## config.mk

```make
export PLATFORM = sky130hd
export DESIGN_NAME = dssd_decoder
export DESIGN_NICKNAME = d
export VERILOG_FILES = /design/src/verilog/dssd_pkg.sv /design/src/verilog/dssd_decoder.sv /design/src/verilog/dssd_periph_dec.sv /design/src/verilog/dssd_dbg_dec.sv
export SDC_FILE = /design/constraint.sdc
export NUM_CORES = 1
export LEC_CHECK = 0
export BUFFER_PORTS_ARGS = -buffer_cell sky130_fd_sc_hd__buf_4
export CAP_MARGIN = 40
export CORE_ASPECT_RATIO = 1.5
export CORE_UTILIZATION = 53
export CTS_BUF_LIST = sky130_fd_sc_hd__clkbuf_2
export CTS_CLUSTER_DIAMETER = 120
export DETAILED_ROUTE_END_ITERATION = 10
export GPL_TIMING_DRIVEN = 0
export PLACE_DENSITY = 0.82
export SLEW_MARGIN = 30
export SYNTH_ARGS = -nofsm -noshare
export SYNTH_HDL_FRONTEND = slang
export SYNTH_SLANG_ARGS = --single-unit
export TNS_END_PERCENT = 10
```

## constraint.sdc

```tcl
create_clock -name clk -period 2.62 [get_ports clk]
set_input_delay 0.393 -clock clk [delete_from_list [all_inputs] [get_ports clk]]
set_output_delay 0.393 -clock clk [all_outputs]
set_load 0.02 [all_outputs]
```

## src/verilog/dssd_pkg.sv

```systemverilog
// package: address map constants for the data space select decoder
package dssd_pkg;
    // =====================================================
    // widths
    localparam int unsigned ADDR_W      = 24;
    localparam int unsigned NUM_PERIPH  = 27;
    localparam int unsigned NUM_DBG     = 22;
    // =====================================================
    // peripheral region
    localparam logic [23:0] PERIPH_BASE = 24'h00f000;
    localparam logic [23:0] PERIPH_LAST = 24'h00ffff;
    localparam logic [23:0] SLOT_WORDS  = 24'h000020;
    localparam logic [23:0] TIMER_BASE  = 24'h00f000;
    localparam logic [23:0] PWM_BASE    = 24'h00f020;
    localparam logic [23:0] IRQ_BASE    = 24'h00f040;
    localparam logic [23:0] AMP0_BASE   = 24'h00f0a0;
    localparam logic [23:0] AMP1_BASE   = 24'h00f0c0;
    localparam logic [23:0] RTC_BASE    = 24'h00f320;
    localparam logic [23:0] FLASH_BASE  = 24'h00f400;
    // slot indices (slot = (addr - base) / 32, except flash at 26)
    localparam int unsigned SLOT_TIMER  = 0;
    localparam int unsigned SLOT_PWM    = 1;
    localparam int unsigned SLOT_IRQ    = 2;
    localparam int unsigned SLOT_AMP0   = 5;
    localparam int unsigned SLOT_AMP1   = 6;
    localparam int unsigned SLOT_RTC    = 25;
    localparam int unsigned SLOT_FLASH  = 26;
    // =====================================================
    // debug window
    localparam logic [23:0] DBG_BASE         = 24'hffff00;
    localparam logic [23:0] DBG_XFER_UPPER   = 24'hffffff;
    localparam logic [23:0] DBG_XFER_WORD    = 24'hfffffe;
    localparam logic [23:0] DBG_XFER_STATUS  = 24'hfffffd;
    localparam logic [23:0] CORE_LOCK_STATUS = 24'hfffffc;
    localparam logic [23:0] DBG_CONTROL      = 24'hffffa0;
    localparam logic [23:0] STEP_COUNTER     = 24'hffff9f;
    localparam logic [23:0] DBG_STATUS       = 24'hffff9d;
    localparam logic [23:0] PERIPH_BASE_REG  = 24'hffff9c;
    localparam logic [23:0] TRACE_CTRL       = 24'hffff9b;
    localparam logic [23:0] TRACE_POINTER    = 24'hffff9a;
    localparam logic [23:0] TRACE_STAGES     = 24'hffff99;
    localparam logic [23:0] BKPT_CTRL        = 24'hffff97;
    localparam logic [23:0] BKPT_ADDR_FIRST  = 24'hffff95;
    localparam logic [23:0] BKPT_ADDR_SECOND = 24'hffff93;
    localparam logic [23:0] BKPT_MASK        = 24'hffff91;
    localparam logic [23:0] BKPT_COUNTER     = 24'hffff8e;
    localparam logic [23:0] EXT_SIGNAL_CTRL  = 24'hffff8a;
    // =====================================================
    // transfer sizes
    typedef enum logic [1:0] {
        DSSD_SZ_BYTE = 2'h0,
        DSSD_SZ_WORD = 2'h1,
        DSSD_SZ_LONG = 2'h2
    } dssd_size_t;
    // one-hot debug window select index
    typedef enum logic [3:0] {
        DSSD_DXU = 4'h0, DSSD_DXW = 4'h1, DSSD_DXS = 4'h2,
        DSSD_CLS = 4'h3, DSSD_DCT = 4'h4, DSSD_STC = 4'h5,
        DSSD_DST = 4'h6, DSSD_PBR = 4'h7, DSSD_TCT = 4'h8,
        DSSD_TPT = 4'h9, DSSD_TST = 4'ha, DSSD_BCT = 4'hb,
        DSSD_BA1 = 4'hc, DSSD_BA2 = 4'hd, DSSD_BMK = 4'he,
        DSSD_BCN = 4'hf
    } dssd_dbg_t;
    localparam int unsigned DBG_EXT_IDX = 16;
    // =====================================================
    // fsm states
    typedef enum logic [2:0] {
        DSSD_IDLE = 3'b001,
        DSSD_HOLD = 3'b010,
        DSSD_ERR  = 3'b100
    } dssd_state_t;
endpackage : dssd_pkg

```

## src/verilog/dssd_decoder.sv

```systemverilog
// data space select decoder top: core and test port to register selects
// Functional notes
// - peripheral locations decode as plain data addresses, no special cycle.
// - ascending 32-word slots, dual timer first, pwm second.
// - first gain amplifier selected in its 32-word slot.
// - second gain amplifier selected in its 32-word slot.
// - real-time counter is last slot; flash interface at separate base.
// - debug window is fixed top 256 data locations.
// - test port reaches debug registers only when flash security is off.
// - transfer upper word top, 32-bit word below, then transfer status.
// - core lock status below transfer status; debug control after gap.
// - step counter pair, debug status, peripheral base reg descending.
// - trace control, trace pointer, then two-word trace stages window.
// - breakpoint first addr, second addr, mask as two-word entries.
// - breakpoint control pair above addresses; counter below mask.
// - external signal control is lowest assigned; below it reserved.
// - word addresses; 4096-word peripheral region from its base.
`timescale 1ns/100ps
module dssd_decoder #(
    parameter int unsigned NSLOT = 27
) (
    input  wire logic              clk,
    input  wire logic              sys_rst,
    // core data access
    input  wire logic              core_req,
    input  wire logic              core_wr,
    input  wire logic [23:0]       core_addr,
    input  wire logic [1:0]        core_size,
    // test port access (arrives from the test clock, synchronised here)
    input  wire logic              tp_req,
    input  wire logic              tp_wr,
    input  wire logic [23:0]       tp_addr,
    input  wire logic              flash_secure,
    // selects
    output logic [NSLOT-1:0]       periph_sel,
    output logic                   dual_timer_sel,
    output logic                   irq_arbiter_sel,
    output logic                   gain_amp_first_sel,
    output logic                   gain_amp_second_sel,
    output logic                   flash_iface_sel,
    output logic [16:0]            dbg_sel,
    output logic                   sel_wr,
    output logic                   rd_zero,
    output logic                   access_err,
    output logic                   tp_denied,
    output logic                   tp_ack
);
    // =====================================================
    // test port synchronisers
    logic tp_req_m_r, tp_req_s_r, tp_req_d_r;
    logic sec_m_r, sec_s_r;
    logic tp_req_m_nxt, tp_req_s_nxt, tp_req_d_nxt;
    logic sec_m_nxt, sec_s_nxt;
    logic        tp_wr_m_r, tp_wr_s_r, tp_wr_m_nxt, tp_wr_s_nxt;
    logic [23:0] tp_addr_m_r, tp_addr_s_r, tp_addr_m_nxt, tp_addr_s_nxt;
    logic tp_start;
    always_comb begin
        tp_req_m_nxt = tp_req;
        tp_req_s_nxt = tp_req_m_r;
        tp_req_d_nxt = tp_req_s_r;
        sec_m_nxt    = flash_secure;
        sec_s_nxt    = sec_m_r;
        tp_wr_m_nxt   = tp_wr;
        tp_wr_s_nxt   = tp_wr_m_r;
        tp_addr_m_nxt = tp_addr;
        tp_addr_s_nxt = tp_addr_m_r;
    end
    always_ff @(posedge clk) begin
        if (sys_rst) begin
            tp_req_m_r <= 1'b0;
            tp_req_s_r <= 1'b0;
            tp_req_d_r <= 1'b0;
            sec_m_r    <= 1'b1;
            sec_s_r    <= 1'b1;
            tp_wr_m_r   <= 1'b0;
            tp_wr_s_r   <= 1'b0;
            tp_addr_m_r <= 24'h000000;
            tp_addr_s_r <= 24'h000000;
        end else begin
            tp_req_m_r <= tp_req_m_nxt;
            tp_req_s_r <= tp_req_s_nxt;
            tp_req_d_r <= tp_req_d_nxt;
            sec_m_r    <= sec_m_nxt;
            sec_s_r    <= sec_s_nxt;
            tp_wr_m_r   <= tp_wr_m_nxt;
            tp_wr_s_r   <= tp_wr_s_nxt;
            tp_addr_m_r <= tp_addr_m_nxt;
            tp_addr_s_r <= tp_addr_s_nxt;
        end
    end
    // port holds address and write; two stages settle them before use
    assign tp_start = tp_req_s_r && !tp_req_d_r;
    // =====================================================
    // source select: core has priority, test port waits for a cycle without core_req
    logic        use_tp;
    logic [23:0] acc_addr;
    logic        acc_wr;
    logic        acc_valid;
    logic        acc_word;
    logic        tp_pend_r, tp_pend_nxt;
    assign use_tp    = tp_pend_r && !core_req;
    assign acc_addr  = core_req ? core_addr : tp_addr_s_r;
    assign acc_wr    = core_req ? core_wr : tp_wr_s_r;
    assign acc_valid = core_req || use_tp;
    // test port only issues word cycles
    assign acc_word  = core_req ?
        (core_size == dssd_pkg::DSSD_SZ_WORD) : 1'b1;
    // =====================================================
    // decode
    logic              p_in;
    logic [NSLOT-1:0]  p_hit;
    logic              d_in;
    logic [16:0]       d_hit;
    dssd_periph_dec #(
        .NSLOT (NSLOT)
    ) u_periph (
        .addr      (acc_addr),
        .in_region (p_in),
        .slot_hit  (p_hit)
    );
    dssd_dbg_dec u_dbg (
        .addr      (acc_addr),
        .in_window (d_in),
        .dbg_hit   (d_hit)
    );
    // =====================================================
    // access state: one registered cycle per access
    dssd_pkg::dssd_state_t state_r, state_nxt;
    logic [NSLOT-1:0] psel_nxt;
    logic [16:0]      dsel_nxt;
    logic             wr_nxt, zero_nxt, err_nxt, deny_nxt, ack_nxt;
    logic             bad_size, tp_block;
    assign bad_size = p_in && !acc_word;
    assign tp_block = use_tp && d_in && sec_s_r;
    always_comb begin
        state_nxt   = dssd_pkg::DSSD_IDLE;
        psel_nxt    = '0;
        dsel_nxt    = '0;
        wr_nxt      = 1'b0;
        zero_nxt    = 1'b0;
        err_nxt     = 1'b0;
        deny_nxt    = 1'b0;
        ack_nxt     = use_tp;
        tp_pend_nxt = tp_pend_r || tp_start;
        if (use_tp) begin
            tp_pend_nxt = tp_start;
        end
        unique case (state_r)
            dssd_pkg::DSSD_IDLE,
            dssd_pkg::DSSD_HOLD,
            dssd_pkg::DSSD_ERR: begin
                if (acc_valid) begin
                    if (bad_size) begin
                        // select suppressed on size error
                        state_nxt = dssd_pkg::DSSD_ERR;
                        err_nxt   = 1'b1;
                        zero_nxt  = !acc_wr;
                    end else if (tp_block) begin
                        deny_nxt  = 1'b1;
                        zero_nxt  = !acc_wr;
                    end else begin
                        state_nxt = dssd_pkg::DSSD_HOLD;
                        // plain address match, no mode qualifier
                        psel_nxt  = p_hit;
                        dsel_nxt  = d_in ? d_hit : 17'h0;
                        wr_nxt    = acc_wr;
                        // unassigned location: no select, zero data
                        zero_nxt  = !acc_wr && (p_hit == '0) &&
                                    (dsel_nxt == 17'h0);
                    end
                end
            end
            default: state_nxt = dssd_pkg::DSSD_IDLE;
        endcase
    end
    always_ff @(posedge clk) begin
        if (sys_rst) begin
            state_r             <= dssd_pkg::DSSD_IDLE;
            tp_pend_r           <= 1'b0;
            periph_sel          <= '0;
            dual_timer_sel      <= 1'b0;
            irq_arbiter_sel     <= 1'b0;
            gain_amp_first_sel  <= 1'b0;
            gain_amp_second_sel <= 1'b0;
            flash_iface_sel     <= 1'b0;
            dbg_sel             <= '0;
            sel_wr              <= 1'b0;
            rd_zero             <= 1'b0;
            access_err          <= 1'b0;
            tp_denied           <= 1'b0;
            tp_ack              <= 1'b0;
        end else begin
            state_r             <= state_nxt;
            tp_pend_r           <= tp_pend_nxt;
            periph_sel          <= psel_nxt;
            dual_timer_sel      <= psel_nxt[dssd_pkg::SLOT_TIMER];
            irq_arbiter_sel     <= psel_nxt[dssd_pkg::SLOT_IRQ];
            gain_amp_first_sel  <= psel_nxt[dssd_pkg::SLOT_AMP0];
            gain_amp_second_sel <= psel_nxt[dssd_pkg::SLOT_AMP1];
            flash_iface_sel     <= psel_nxt[dssd_pkg::SLOT_FLASH];
            dbg_sel             <= dsel_nxt;
            sel_wr              <= wr_nxt;
            rd_zero             <= zero_nxt;
            access_err          <= err_nxt;
            tp_denied           <= deny_nxt;
            tp_ack              <= ack_nxt;
        end
    end
endmodule : dssd_decoder

```

## src/verilog/dssd_periph_dec.sv

```systemverilog
// peripheral region slot decoder
`timescale 1ns/100ps
module dssd_periph_dec #(
    parameter int unsigned NSLOT = 27
) (
    input  wire logic [23:0]      addr,
    output logic                  in_region,
    output logic [NSLOT-1:0]      slot_hit
);
    logic [23:0] off;
    logic [4:0]  idx;
    assign off = addr - dssd_pkg::PERIPH_BASE;
    // 4096-word region, all word addresses
    assign in_region = (addr >= dssd_pkg::PERIPH_BASE) &&
                       (addr <= dssd_pkg::PERIPH_LAST);
    assign idx = off[9:5];
    // =====================================================
    // ascending 32-word slots below the flash window
    genvar g;
    generate
        for (g = 0; g < NSLOT - 1; g++) begin : g_slot
            assign slot_hit[g] = in_region && (off[11:10] == 2'h0) &&
                                 (idx == 5'(g));
        end
    endgenerate
    // flash interface sits at its own base above the last slot
    assign slot_hit[NSLOT-1] = in_region &&
        (addr >= dssd_pkg::FLASH_BASE) &&
        (addr < dssd_pkg::FLASH_BASE + dssd_pkg::SLOT_WORDS);
endmodule : dssd_periph_dec

```

## src/verilog/dssd_dbg_dec.sv

```systemverilog
// debug register window decoder
`timescale 1ns/100ps
module dssd_dbg_dec (
    input  wire logic [23:0] addr,
    output logic             in_window,
    output logic [16:0]      dbg_hit
);
    // =====================================================
    // fixed top 256 words, not moved by any base register
    assign in_window = (addr[23:8] == dssd_pkg::DBG_BASE[23:8]);
    always_comb begin
        dbg_hit = '0;
        unique case (addr)
            dssd_pkg::DBG_XFER_UPPER:   dbg_hit[dssd_pkg::DSSD_DXU] = 1'b1;
            dssd_pkg::DBG_XFER_WORD:    dbg_hit[dssd_pkg::DSSD_DXW] = 1'b1;
            dssd_pkg::DBG_XFER_STATUS:  dbg_hit[dssd_pkg::DSSD_DXS] = 1'b1;
            dssd_pkg::CORE_LOCK_STATUS: dbg_hit[dssd_pkg::DSSD_CLS] = 1'b1;
            dssd_pkg::DBG_CONTROL:      dbg_hit[dssd_pkg::DSSD_DCT] = 1'b1;
            dssd_pkg::STEP_COUNTER,
            dssd_pkg::STEP_COUNTER - 24'h1:
                dbg_hit[dssd_pkg::DSSD_STC] = 1'b1;
            dssd_pkg::DBG_STATUS:       dbg_hit[dssd_pkg::DSSD_DST] = 1'b1;
            dssd_pkg::PERIPH_BASE_REG:  dbg_hit[dssd_pkg::DSSD_PBR] = 1'b1;
            dssd_pkg::TRACE_CTRL:       dbg_hit[dssd_pkg::DSSD_TCT] = 1'b1;
            dssd_pkg::TRACE_POINTER:    dbg_hit[dssd_pkg::DSSD_TPT] = 1'b1;
            dssd_pkg::TRACE_STAGES,
            dssd_pkg::TRACE_STAGES - 24'h1:
                dbg_hit[dssd_pkg::DSSD_TST] = 1'b1;
            dssd_pkg::BKPT_CTRL,
            dssd_pkg::BKPT_CTRL - 24'h1:
                dbg_hit[dssd_pkg::DSSD_BCT] = 1'b1;
            dssd_pkg::BKPT_ADDR_FIRST,
            dssd_pkg::BKPT_ADDR_FIRST - 24'h1:
                dbg_hit[dssd_pkg::DSSD_BA1] = 1'b1;
            dssd_pkg::BKPT_ADDR_SECOND,
            dssd_pkg::BKPT_ADDR_SECOND - 24'h1:
                dbg_hit[dssd_pkg::DSSD_BA2] = 1'b1;
            dssd_pkg::BKPT_MASK,
            dssd_pkg::BKPT_MASK - 24'h1:
                dbg_hit[dssd_pkg::DSSD_BMK] = 1'b1;
            dssd_pkg::BKPT_COUNTER:     dbg_hit[dssd_pkg::DSSD_BCN] = 1'b1;
            dssd_pkg::EXT_SIGNAL_CTRL:  dbg_hit[dssd_pkg::DBG_EXT_IDX] = 1'b1;
            default:                    dbg_hit = '0;
        endcase
    end
endmodule : dssd_dbg_dec

```

# Yosys cells after proc, flatten, opt, wreduce, memory -nomap -nowiden
# Cells that the tools add are included.
# word_totals
output_inout_bits	54
memories	0
ff_bits	113
romBits	0
latch_bits	0
ram_bits	0
word_cells	174
# op_classes
mul	0
addsub	1
n_shift	0
muxes	32
div_mod_pow	0
n_eq_ne	53
magnitude_cmp	4
reduce_logical	57
bitwise_logic	2
# op_table
cell	n
== test 24 bit, second input constant	23
2-to-1 mux 27 bit	4
== test 5 bit, second input constant	10
>= comparator 24 x 16 -> 1 bit, second input constant	2
== test 5 x 4 -> 1 bit, second input constant	8
logical AND 1 bit	37
logical NOT 27 bit	1
less-or-equal comparator 24 x 16 -> 1 bit, second input constant	1
< comparator 24 x 16 -> 1 bit, second input constant	1
2-to-1 mux 1 bit	24
2-to-1 mux 24 bit	1
== test 5 x 3 -> 1 bit, second input constant	4
logical NOT 17 bit	1
2-to-1 mux 17 bit	1
== test 16 bit, second input constant	1
OR reduction 2 bit	6
subtractor 12 x 1 -> 12 bit, second input constant	1
== test 5 x 2 -> 1 bit, second input constant	2
OR reduction 3 bit	2
== test 5 x 1 -> 1 bit, second input constant	1
logical NOT 5 bit	1
OR reduction 5 bit	1
logical NOT 1 bit	4
OR reduction 4 bit	1
9 further kinds	11

# Longest topological paths before layout
# Gate-level depths: netlist of the first run.
# logic_depth
word_depth	10
depth_mapped	9

# Modules after synthesis
# From an unflattened synthesis of the first run, not the netlist that was laid out.
# unflattened
hier_cells	377
hier_area_um2	4088.9
# by_module_without_submodules
module	instances	area_per_inst_um2	cells_each	seq_area_each_um2
dssd_decoder	1	3422.0	286	2142.1
dssd_dbg_dec	1	335.3	42	0.0
dssd_periph_dec	1	331.6	49	0.0

# Least setup slack after synthesis of the first run
# Ideal clock, no wire load.
# synth_timing
kind	input port to flip-flop
from	input port core_addr[17]
to	register periph_sel[19]
path_buffers	0
arrival_time_ns	2.180
stages	6
path_slack_ns	0.294
setup_ns	0.146
required_ns	2.474
path_cell_list	or4_1 or4_4 o31a_1 o2111ai_4 nand2b_2 nor3_1
# synth_via
elab_chain_cells	5
# synth_lines
element	line	source
start, declared	dssd_decoder.sv:27	input wire logic [23:0] core_addr,
2-to-1 mux 24 bit *	dssd_decoder.sv:102	assign acc_addr = core_req ? core_addr : tp_addr_s_r;
>= comparator 24 x 16 -> 1 bit (tied with other cells)	dssd_periph_dec.sv:14	assign in_region = (addr >= dssd_pkg::PERIPH_BASE) &&
logical AND 1 bit, on equally long branches	dssd_periph_dec.sv:14, dssd_decoder.sv:134	
logical AND 1 bit, on equally long branches	dssd_decoder.sv:133, dssd_decoder.sv:134, dssd_periph_dec.sv:22	
OR reduction 5 bit (no line) or logical AND 1 bit (tied branches)	-	
end signal, assigned	dssd_decoder.sv:195	periph_sel <= psel_nxt;
end, declared	dssd_decoder.sv:35	output logic [NSLOT-1:0] periph_sel,
# Mark *: on every way between the ends. The rest lies on a longest branch, timed or not.
# A chain may end at the register's enable or synchronous reset.

# Worst setup path after layout of the first run
# layout_timing
from	register tp_addr_s_r[13]
to	register dbg_sel[4]
# layout_via
elab_chain_cells	5
# layout_lines
element	line	source
start, declared	dssd_decoder.sv:55	logic [23:0] tp_addr_m_r, tp_addr_s_r, tp_addr_m_nxt, tp_addr_s_nxt;
start signal, assigned	dssd_decoder.sv:88	tp_addr_s_r <= tp_addr_s_nxt;
2-to-1 mux 24 bit *	dssd_decoder.sv:102	
>= comparator 24 x 16 -> 1 bit (tied with other cells)	dssd_periph_dec.sv:14	
logical AND 1 bit, on equally long branches	dssd_periph_dec.sv:14, dssd_decoder.sv:134	
logical AND 1 bit, on equally long branches	dssd_decoder.sv:133, dssd_decoder.sv:134	
OR reduction 5 bit (no line)	-	
end signal, assigned	dssd_decoder.sv:201	dbg_sel <= dsel_nxt;
end, declared	dssd_decoder.sv:41	output logic [16:0] dbg_sel,
# Marked as above.

==> results of run 1 <==
## repair_timing
| item | 4_1_cts | 5_1_grt |
|---|---|---|
| hold buffers | 2 | 8 |
| hold endpoints to repair | 2 | 8 |
| endpoints found under the setup margin | 0 | 1 |
| resized for setup | 0 | 1 |
## critical path, delay by kind of cell, from the launching register on
| family | cells | cell delay [ns] |
|---|---|---|
| compound gates | 1 | 0.18 |
| simple gates | 5 | 1.64 |
| flops | 1 | 0.36 |
## power by group through the flow
stage	Clock, mW	Sequential (mW)	Combinational (mW)
3_3_place_gp	0	1.72	0.241
3_5_place_dp	0	1.72	0.248
4_1_cts	0.797	1.69	0.252
5_1_grt	0.869	1.70	0.288
6_report	0.783	1.69	0.264
2_1_floorplan	0	1.72	0.138
## layout by cell type (no fill, tap or decap), types with 3 or more instances in the layout
cell type	instances
buf_2	4
nor4_1	18
o22ai_1	3
nand4_1	7
a21oi_1	4
nor2_2	3
inv_1	11
mux2_2	4
dfxtp_1	107
clkbuf_2	11
nand2_1	18
nor2b_1	57
buf_4	116
clkbuf_1	8
nor2_1	23
or2_2	4
nor3b_1	3
dlygate4sd3_1	10
or4_1	3
mux2i_1	6
o21ai_0	3
nor3_1	20
nor4b_1	3
o211ai_1	5
a32oi_1	5
nand2b_1	5
## stage by stage
step | power (mW) | setup slack (ns) | util [%] | instances
after detailed placement | 1.97 | -0.124 | 68.2 | 553
final | 2.74 | 0.351 | 71.7 | 579
after global placement | 1.96 | -0.196 | 68.2 | 553
after CTS | 2.74 | 0.284 | 70.4 | 570
after global routing | 2.86 | 0.175 | 71.7 | 579
after floorplan | 1.86 | 0.294 | - | 365
## layout make-up
| type | instances | area [sq um] |
|---|---|---|
| flip-flops and latches | 107 | 2140 |
| fillers | 527 | 1940 |
| multi-input cells | 227 | 1460 |
| repair buffers | 121 | 931 |
| plain buffers | 20 | 110 |
| well taps | 78 | 97.6 |
| clock inverters | 5 | 78.8 |
| clock buffers | 10 | 50.0 |
| inverters | 11 | 41.3 |
## per-layer routing
| layer | track usage, % | vias to the layer above | routed length [um] |
|---|---|---|---|
| met3 | 4.24 | 26 | 436 |
| met4 | 15.1 | 0 | 319 |
| met2 | 40.6 | 123 | 4450 |
| met1 | 22.5 | 1428 | 2850 |
| li1 | - | 1538 | - |
| met5 | 0 | - | 0 |
## logic make-up (layout without fill, tap and decap cells)
family / after synthesis / count (layout)
AOI/OAI and AO/OA: 40 / 40
xor gates and xnor gates: 1 / 1
buffers and inverters: 31 / 167
DFF: 107 / 107
muxes: 10 / 10
and+or+nand+nor: 176 / 176
## worst max path at each step
stage	startpoint	endpoint	slack [ns]
5_1_grt	tp_addr_s_r[13]$_SDFF_PP0_	dbg_sel[4]$_SDFF_PP0_	0.17
3_3_place_gp	core_req	dbg_sel[16]$_SDFF_PP0_	-0.20
4_1_cts	tp_addr_s_r[13]$_SDFF_PP0_	dbg_sel[4]$_SDFF_PP0_	0.28
3_5_place_dp	core_req	dbg_sel[16]$_SDFF_PP0_	-0.12
2_1_floorplan	core_addr[17]	periph_sel[19]$_SDFF_PP0_	0.29
6_report	tp_addr_s_r[13]$_SDFF_PP0_	dbg_sel[4]$_SDFF_PP0_	0.35
## registers in the layout (all words and copies together), names as in the netlist, 2 cells and up
register     count
periph_sel      27
tp_addr_m_r     24
tp_addr_s_r     24
dbg_sel         17
state_r          2
==> impl_results.md, run 1 <==
- Internal: around 2.1 mW
- # diodes: 0
- Largest net degree at the start of global routing: 17
- Synthesized flop and latch total: around 110
- ANT nets after route: 0
- Detailed placement HPWL: slightly above 6000 um
- Worst vdd ir: 0.409 mV
- Yosys Warn Count: 0
- Setup CP Type: flop to flop
- Synth Area in Compound Gates: under 10%
- WP data arrival: approximately 2.7 ns
- Number of placed I/O pins: 111
- Ratio of cells with drive above 1 in the final layout: a little under a third
- Total grt overflow: 0
- Static leakage: just over 2 nW
- Synth cell count leaders: 107 x dfxtp_1, 57 x nor2b_1, 23 x nor2_1
- Synth top area share: a little under three fifths
- Post-Synth Simple-Gate Area: around 27%
- Crit end category: flop
- Hold wc startpoint: tp_addr[12]
- Switching power total: approximately 620 uW
- # Post-CTS Setup Buffers: 0
- Area delta synth->final: 31.0%
- Adder-Cell Fraction of Synth Area: 0%
- Clk_skew: roughly 0.019 ns
- GRT Util Overall: 22.4%
- Post-synth EDFFs: 0
- R2r worst-path depth: 6
- Mapped Cells: between 300 and 400
- DRT Pass-1 Iters: 7
- Core Area: 0.00685 sq mm
- Most numerous cell in the Yosys netlist: dfxtp_1
- Number of global-route vias before repair: 2891
- DR iter-0 viols: 205
- Largest family of logic cells by synthesized area: simple AND/OR/NAND/NOR gates
- Register area share after synthesis: a little under three fifths
- Die height: 105 um
- Initial core utilization: between 50% and 60%
- Die Span X: 70.7 um
- CP max stage cell: nor3b_1
- Worst reg2reg path endpoint: dbg_sel[4]$_SDFF_PP0_
- Mux cell area share after synthesis: about 2.8%
- Final hold viol count: 0
- Prevailing post-synth register cell: dfxtp_1
- Design area: slightly below 0.005 sq mm
- CTS tree: done
- Syn Area/Cell: roughly 10 sq um
- Worst EP required: between 3 and 4 ns
- CP peak stage delay: 0.45 ns
- Clock-pin slew on the worst setup and hold paths: approximately 0.23 ns
- Port Buf Inserts: 110
- Synthesized area: roughly 0.0037 sq mm
- Crit path cell chain: nand4_1 -> nor4_2 -> o21ai_1 -> nor3b_1 -> nand2_1 -> nor4_1
- Syn nets: approximately 420
- Nets: between 500 and 600
- Max Cap Viol: 0
- DP Area: 0.00467 sq mm
- Hold Crit Class: input port to flop
- H-tree depth: 3
- Wirelength per Cell: 13.9 um
- Peak Freq: about 440 MHz
- Final setup vio count: 0
- Via count: 3115
- First-pass GRT wire length: about 13000 um
- Share of power burned in the clock network: around 29%
- Relative slew margins: 48.5%
- Fin crit period: roughly 2.3 ns
- Final worst path period share: 86.6%
- Via density: about 5.4
- CTS sink count: 107
- Failing checks: design-rule violations
- Final count of pins violating max slew: 0
- Post-synth top area cell: dfxtp_1
- Startpoint types: flop
- Sw Ratio: 22.7%
- Final wirelength: around 8000 um
- Die area: roughly 0.0074 sq mm
- Hold path cells: 2
- Post-synthesis cell type count: 52
- Unrepaired setup endpoints after global routing: no
- Gpl congestion: 0.917
- Synth Area in XOR/XNOR: less than 1%
- Status: finished with violations
- Asr flop ratio synth: 0%
- Critical R2R Launch: tp_addr_s_r[13]$_SDFF_PP0_
- PwrDens: approximately 560 mW/mm^2
- Cell row count: 37
- Largest cells by area after synthesis: dfxtp_1 57%, nor2b_1 9.5%, nor4_1 3.2%, nor3_1 2.7%, nor2_1 2.3%
- TNS Setup: 0 ns
- Logic gate share of total power: under 10%
- WHS Endpoint: tp_addr_m_r[12]$_SDFF_PP0_
- Worst hold slack: ~0.036 ns
- Initial antenna violation count: 0
- Root Buffer: clkbuf_2
- Inserted Clock Buffers: 9
- Slew at the pin with the worst max-slew slack: approximately 0.77 ns
- CTS max path bufs: 2
- Register share of total power: 61.8%
- Clk_lat worst skew: 0.54 ns
- FF-to-FF setup slack: 0.35 ns
- Drt drc: 22
- Worst-path fanout max: 8
Power figures use the tool's default switching activity.
==> run 2: changes to the inputs <==
--- a/config.mk
+++ b/config.mk
@@ -7,7 +7,6 @@
 export LEC_CHECK = 0
 export BUFFER_PORTS_ARGS = -buffer_cell sky130_fd_sc_hd__buf_4
 export CAP_MARGIN = 40
-export CORE_ASPECT_RATIO = 1.5
 export CORE_UTILIZATION = 53
 export CTS_BUF_LIST = sky130_fd_sc_hd__clkbuf_2
 export CTS_CLUSTER_DIAMETER = 120
==> impl_results.md, run 2 (synthesized netlist as in run 1, its figures left out) <==
- CTS max path bufs: 2
- H-tree depth: 3
- Max Cap Viol: 0
- Worst EP required: approximately 3 ns
- Total grt overflow: 0
- Setup CP Type: flop to flop
- Hold Crit Class: input port to flop
- Highest-count cells in the layout ignoring fill and taps: 116 x buf_4, 107 x dfxtp_1, 57 x nor2b_1
- Startpoint types: flop
- Largest Register: periph_sel
- Initial antenna violation count: 0
- Static leakage: just over 2 nW
- Via count: around 3100
- Ratio of cells with drive above 1 in the final layout: about 30%
- Initial core utilization: between 50 and 60%
- Final core occ: between 70 and 80%
- ANT nets after route: 0
- Cell row count: 30
- GRT Util Overall: 23.2%
- Number of placed I/O pins: between 100 and 150
- Fin crit period: around 2.4 ns
- Final count of pins violating max slew: 0
- Relative slew margins: 42.7%
- Pwr Total: 2.63 mW
- WP data arrival: about 2.9 ns
- Peak Freq: between 400 and 500 MHz
- Inserted Clock Buffers: 9
- Final hold viol count: 0
- Via density: roughly 5.1
- Core Area: 0.00683 sq mm
- First-pass GRT wire length: between 10000 and 15000 um
- Port Buf Inserts: 110
- Final setup vio count: 0
- Largest net degree at the start of global routing: 19
- Slew at the pin with the worst max-slew slack: 0.860 ns
- Gpl congestion: between 0.9 and 1
- Clock-pin slew on the worst setup and hold paths: 0.27 ns
- Wirelength per Cell: 14.0 um
- Number of global-route vias before repair: approximately 2800
- Worst-path fanout max: 8
- DRT Pass-1 Iters: 4
- Die area: 0.00742 sq mm
- Biggest regs: periph_sel x27, tp_addr_m_r x24, tp_addr_s_r x24
- Status: completed
- Clk_lat worst skew: between 0.5 and 0.6 ns
- # diodes: 0
- Nets: between 500 and 600
- PwrDens: 532 mW/mm^2
- Root Buffer: clkbuf_2
- Worst hold slack: between 0.02 and 0.025 ns
- CTS tree: done
- DR iter-0 viols: about 140
- Hold path cells: 2
- Clk_skew: between 0.03 and 0.04 ns
- Unrepaired setup endpoints after global routing: no
- Most common cell after layout, fill and taps aside: buf_4
- CTS sink count: about 110
- Crit end category: flop
- Die Span X: 86.1 um
- Die height: around 86 um
- Detailed placement HPWL: roughly 6200 um
- Drt drc: 0
- Final wirelength: approximately 8400 um
- Final worst path period share: 93.1%
- Max reg flops: 27
- Area delta synth->final: 32.2%
- R2r worst-path depth: 6
- Worst vdd ir: around 0.37 mV
- TNS Setup: 0 ns
==> run 2: path summary, 6_finish.rpt <==
kind                              start                    endpoint  slack, ns
min                         tp_addr[17]  tp_addr_m_r[17]$_SDFF_PP0_       0.02
max reg2reg  tp_addr_s_r[12]$_SDFF_PP0_       dbg_sel[4]$_SDFF_PP0_       0.18
min reg2reg          sec_m_r$_SDFF_PP1_          sec_s_r$_SDFF_PP1_       0.44
max          tp_addr_s_r[12]$_SDFF_PP0_       dbg_sel[4]$_SDFF_PP0_       0.18
==> run 2: report_power, final <==
group / leakage [nW] / switching (mW) / internal [mW]
clock network: 0.0583 / 0.534 / 0.133
logic: 1.12 / 0.136 / 0.137
registers: 0.875 / 0.0164 / 1.68
==> run 2: cell type report <==
cell class                 count  area (sq um)
buffer                        20           110
clock buffer                   9          45.0
clock inverter                 6          48.8
fill                         521          1880
inverter                      11          41.3
multi-input combinational    227          1460
sequential                   107          2140
tap                           96           120
timing repair buffer         126           986
==> run 2: worst max-delay path: stages (launching register included) <==
cell and delay (ns):
dfxtp_1 0.38, nand4_1 0.21, nor4_2 0.46, o21ai_1 0.19
nor3b_1 0.41, nand2_1 0.30, nor4_1 0.39
==> run 2: metal layers <==
| layer | part of all wire, % | track usage [%] | wire length [um] |
|---|---|---|---|
| met5 | 0 | 0 | 0 |
| met4 | 1.5 | 7.12 | 123 |
| met3 | 5.6 | 5.49 | 475 |
| met2 | 51 | 40.9 | 4300 |
| met1 | 42 | 28.0 | 3530 |
==> run 2: repair_timing <==
item	CTS	global route
gates resized for setup	0	1
endpoints found under the setup margin	0	1
hold buffers	9	7
hold endpoints to repair	9	7
setup buffers	0	0
==> run 2: stage by stage <==
step / instances / area [sq um] / worst slack (ns)
after floorplan: 365 / 3750 / 0.294
after global placement: 571 / 4700 / -0.288
after detailed placement: 571 / 4700 / -0.308
after CTS: 595 / 4880 / 0.104
after global routing: 602 / 4960 / 0.0469
final: 602 / 4960 / 0.181
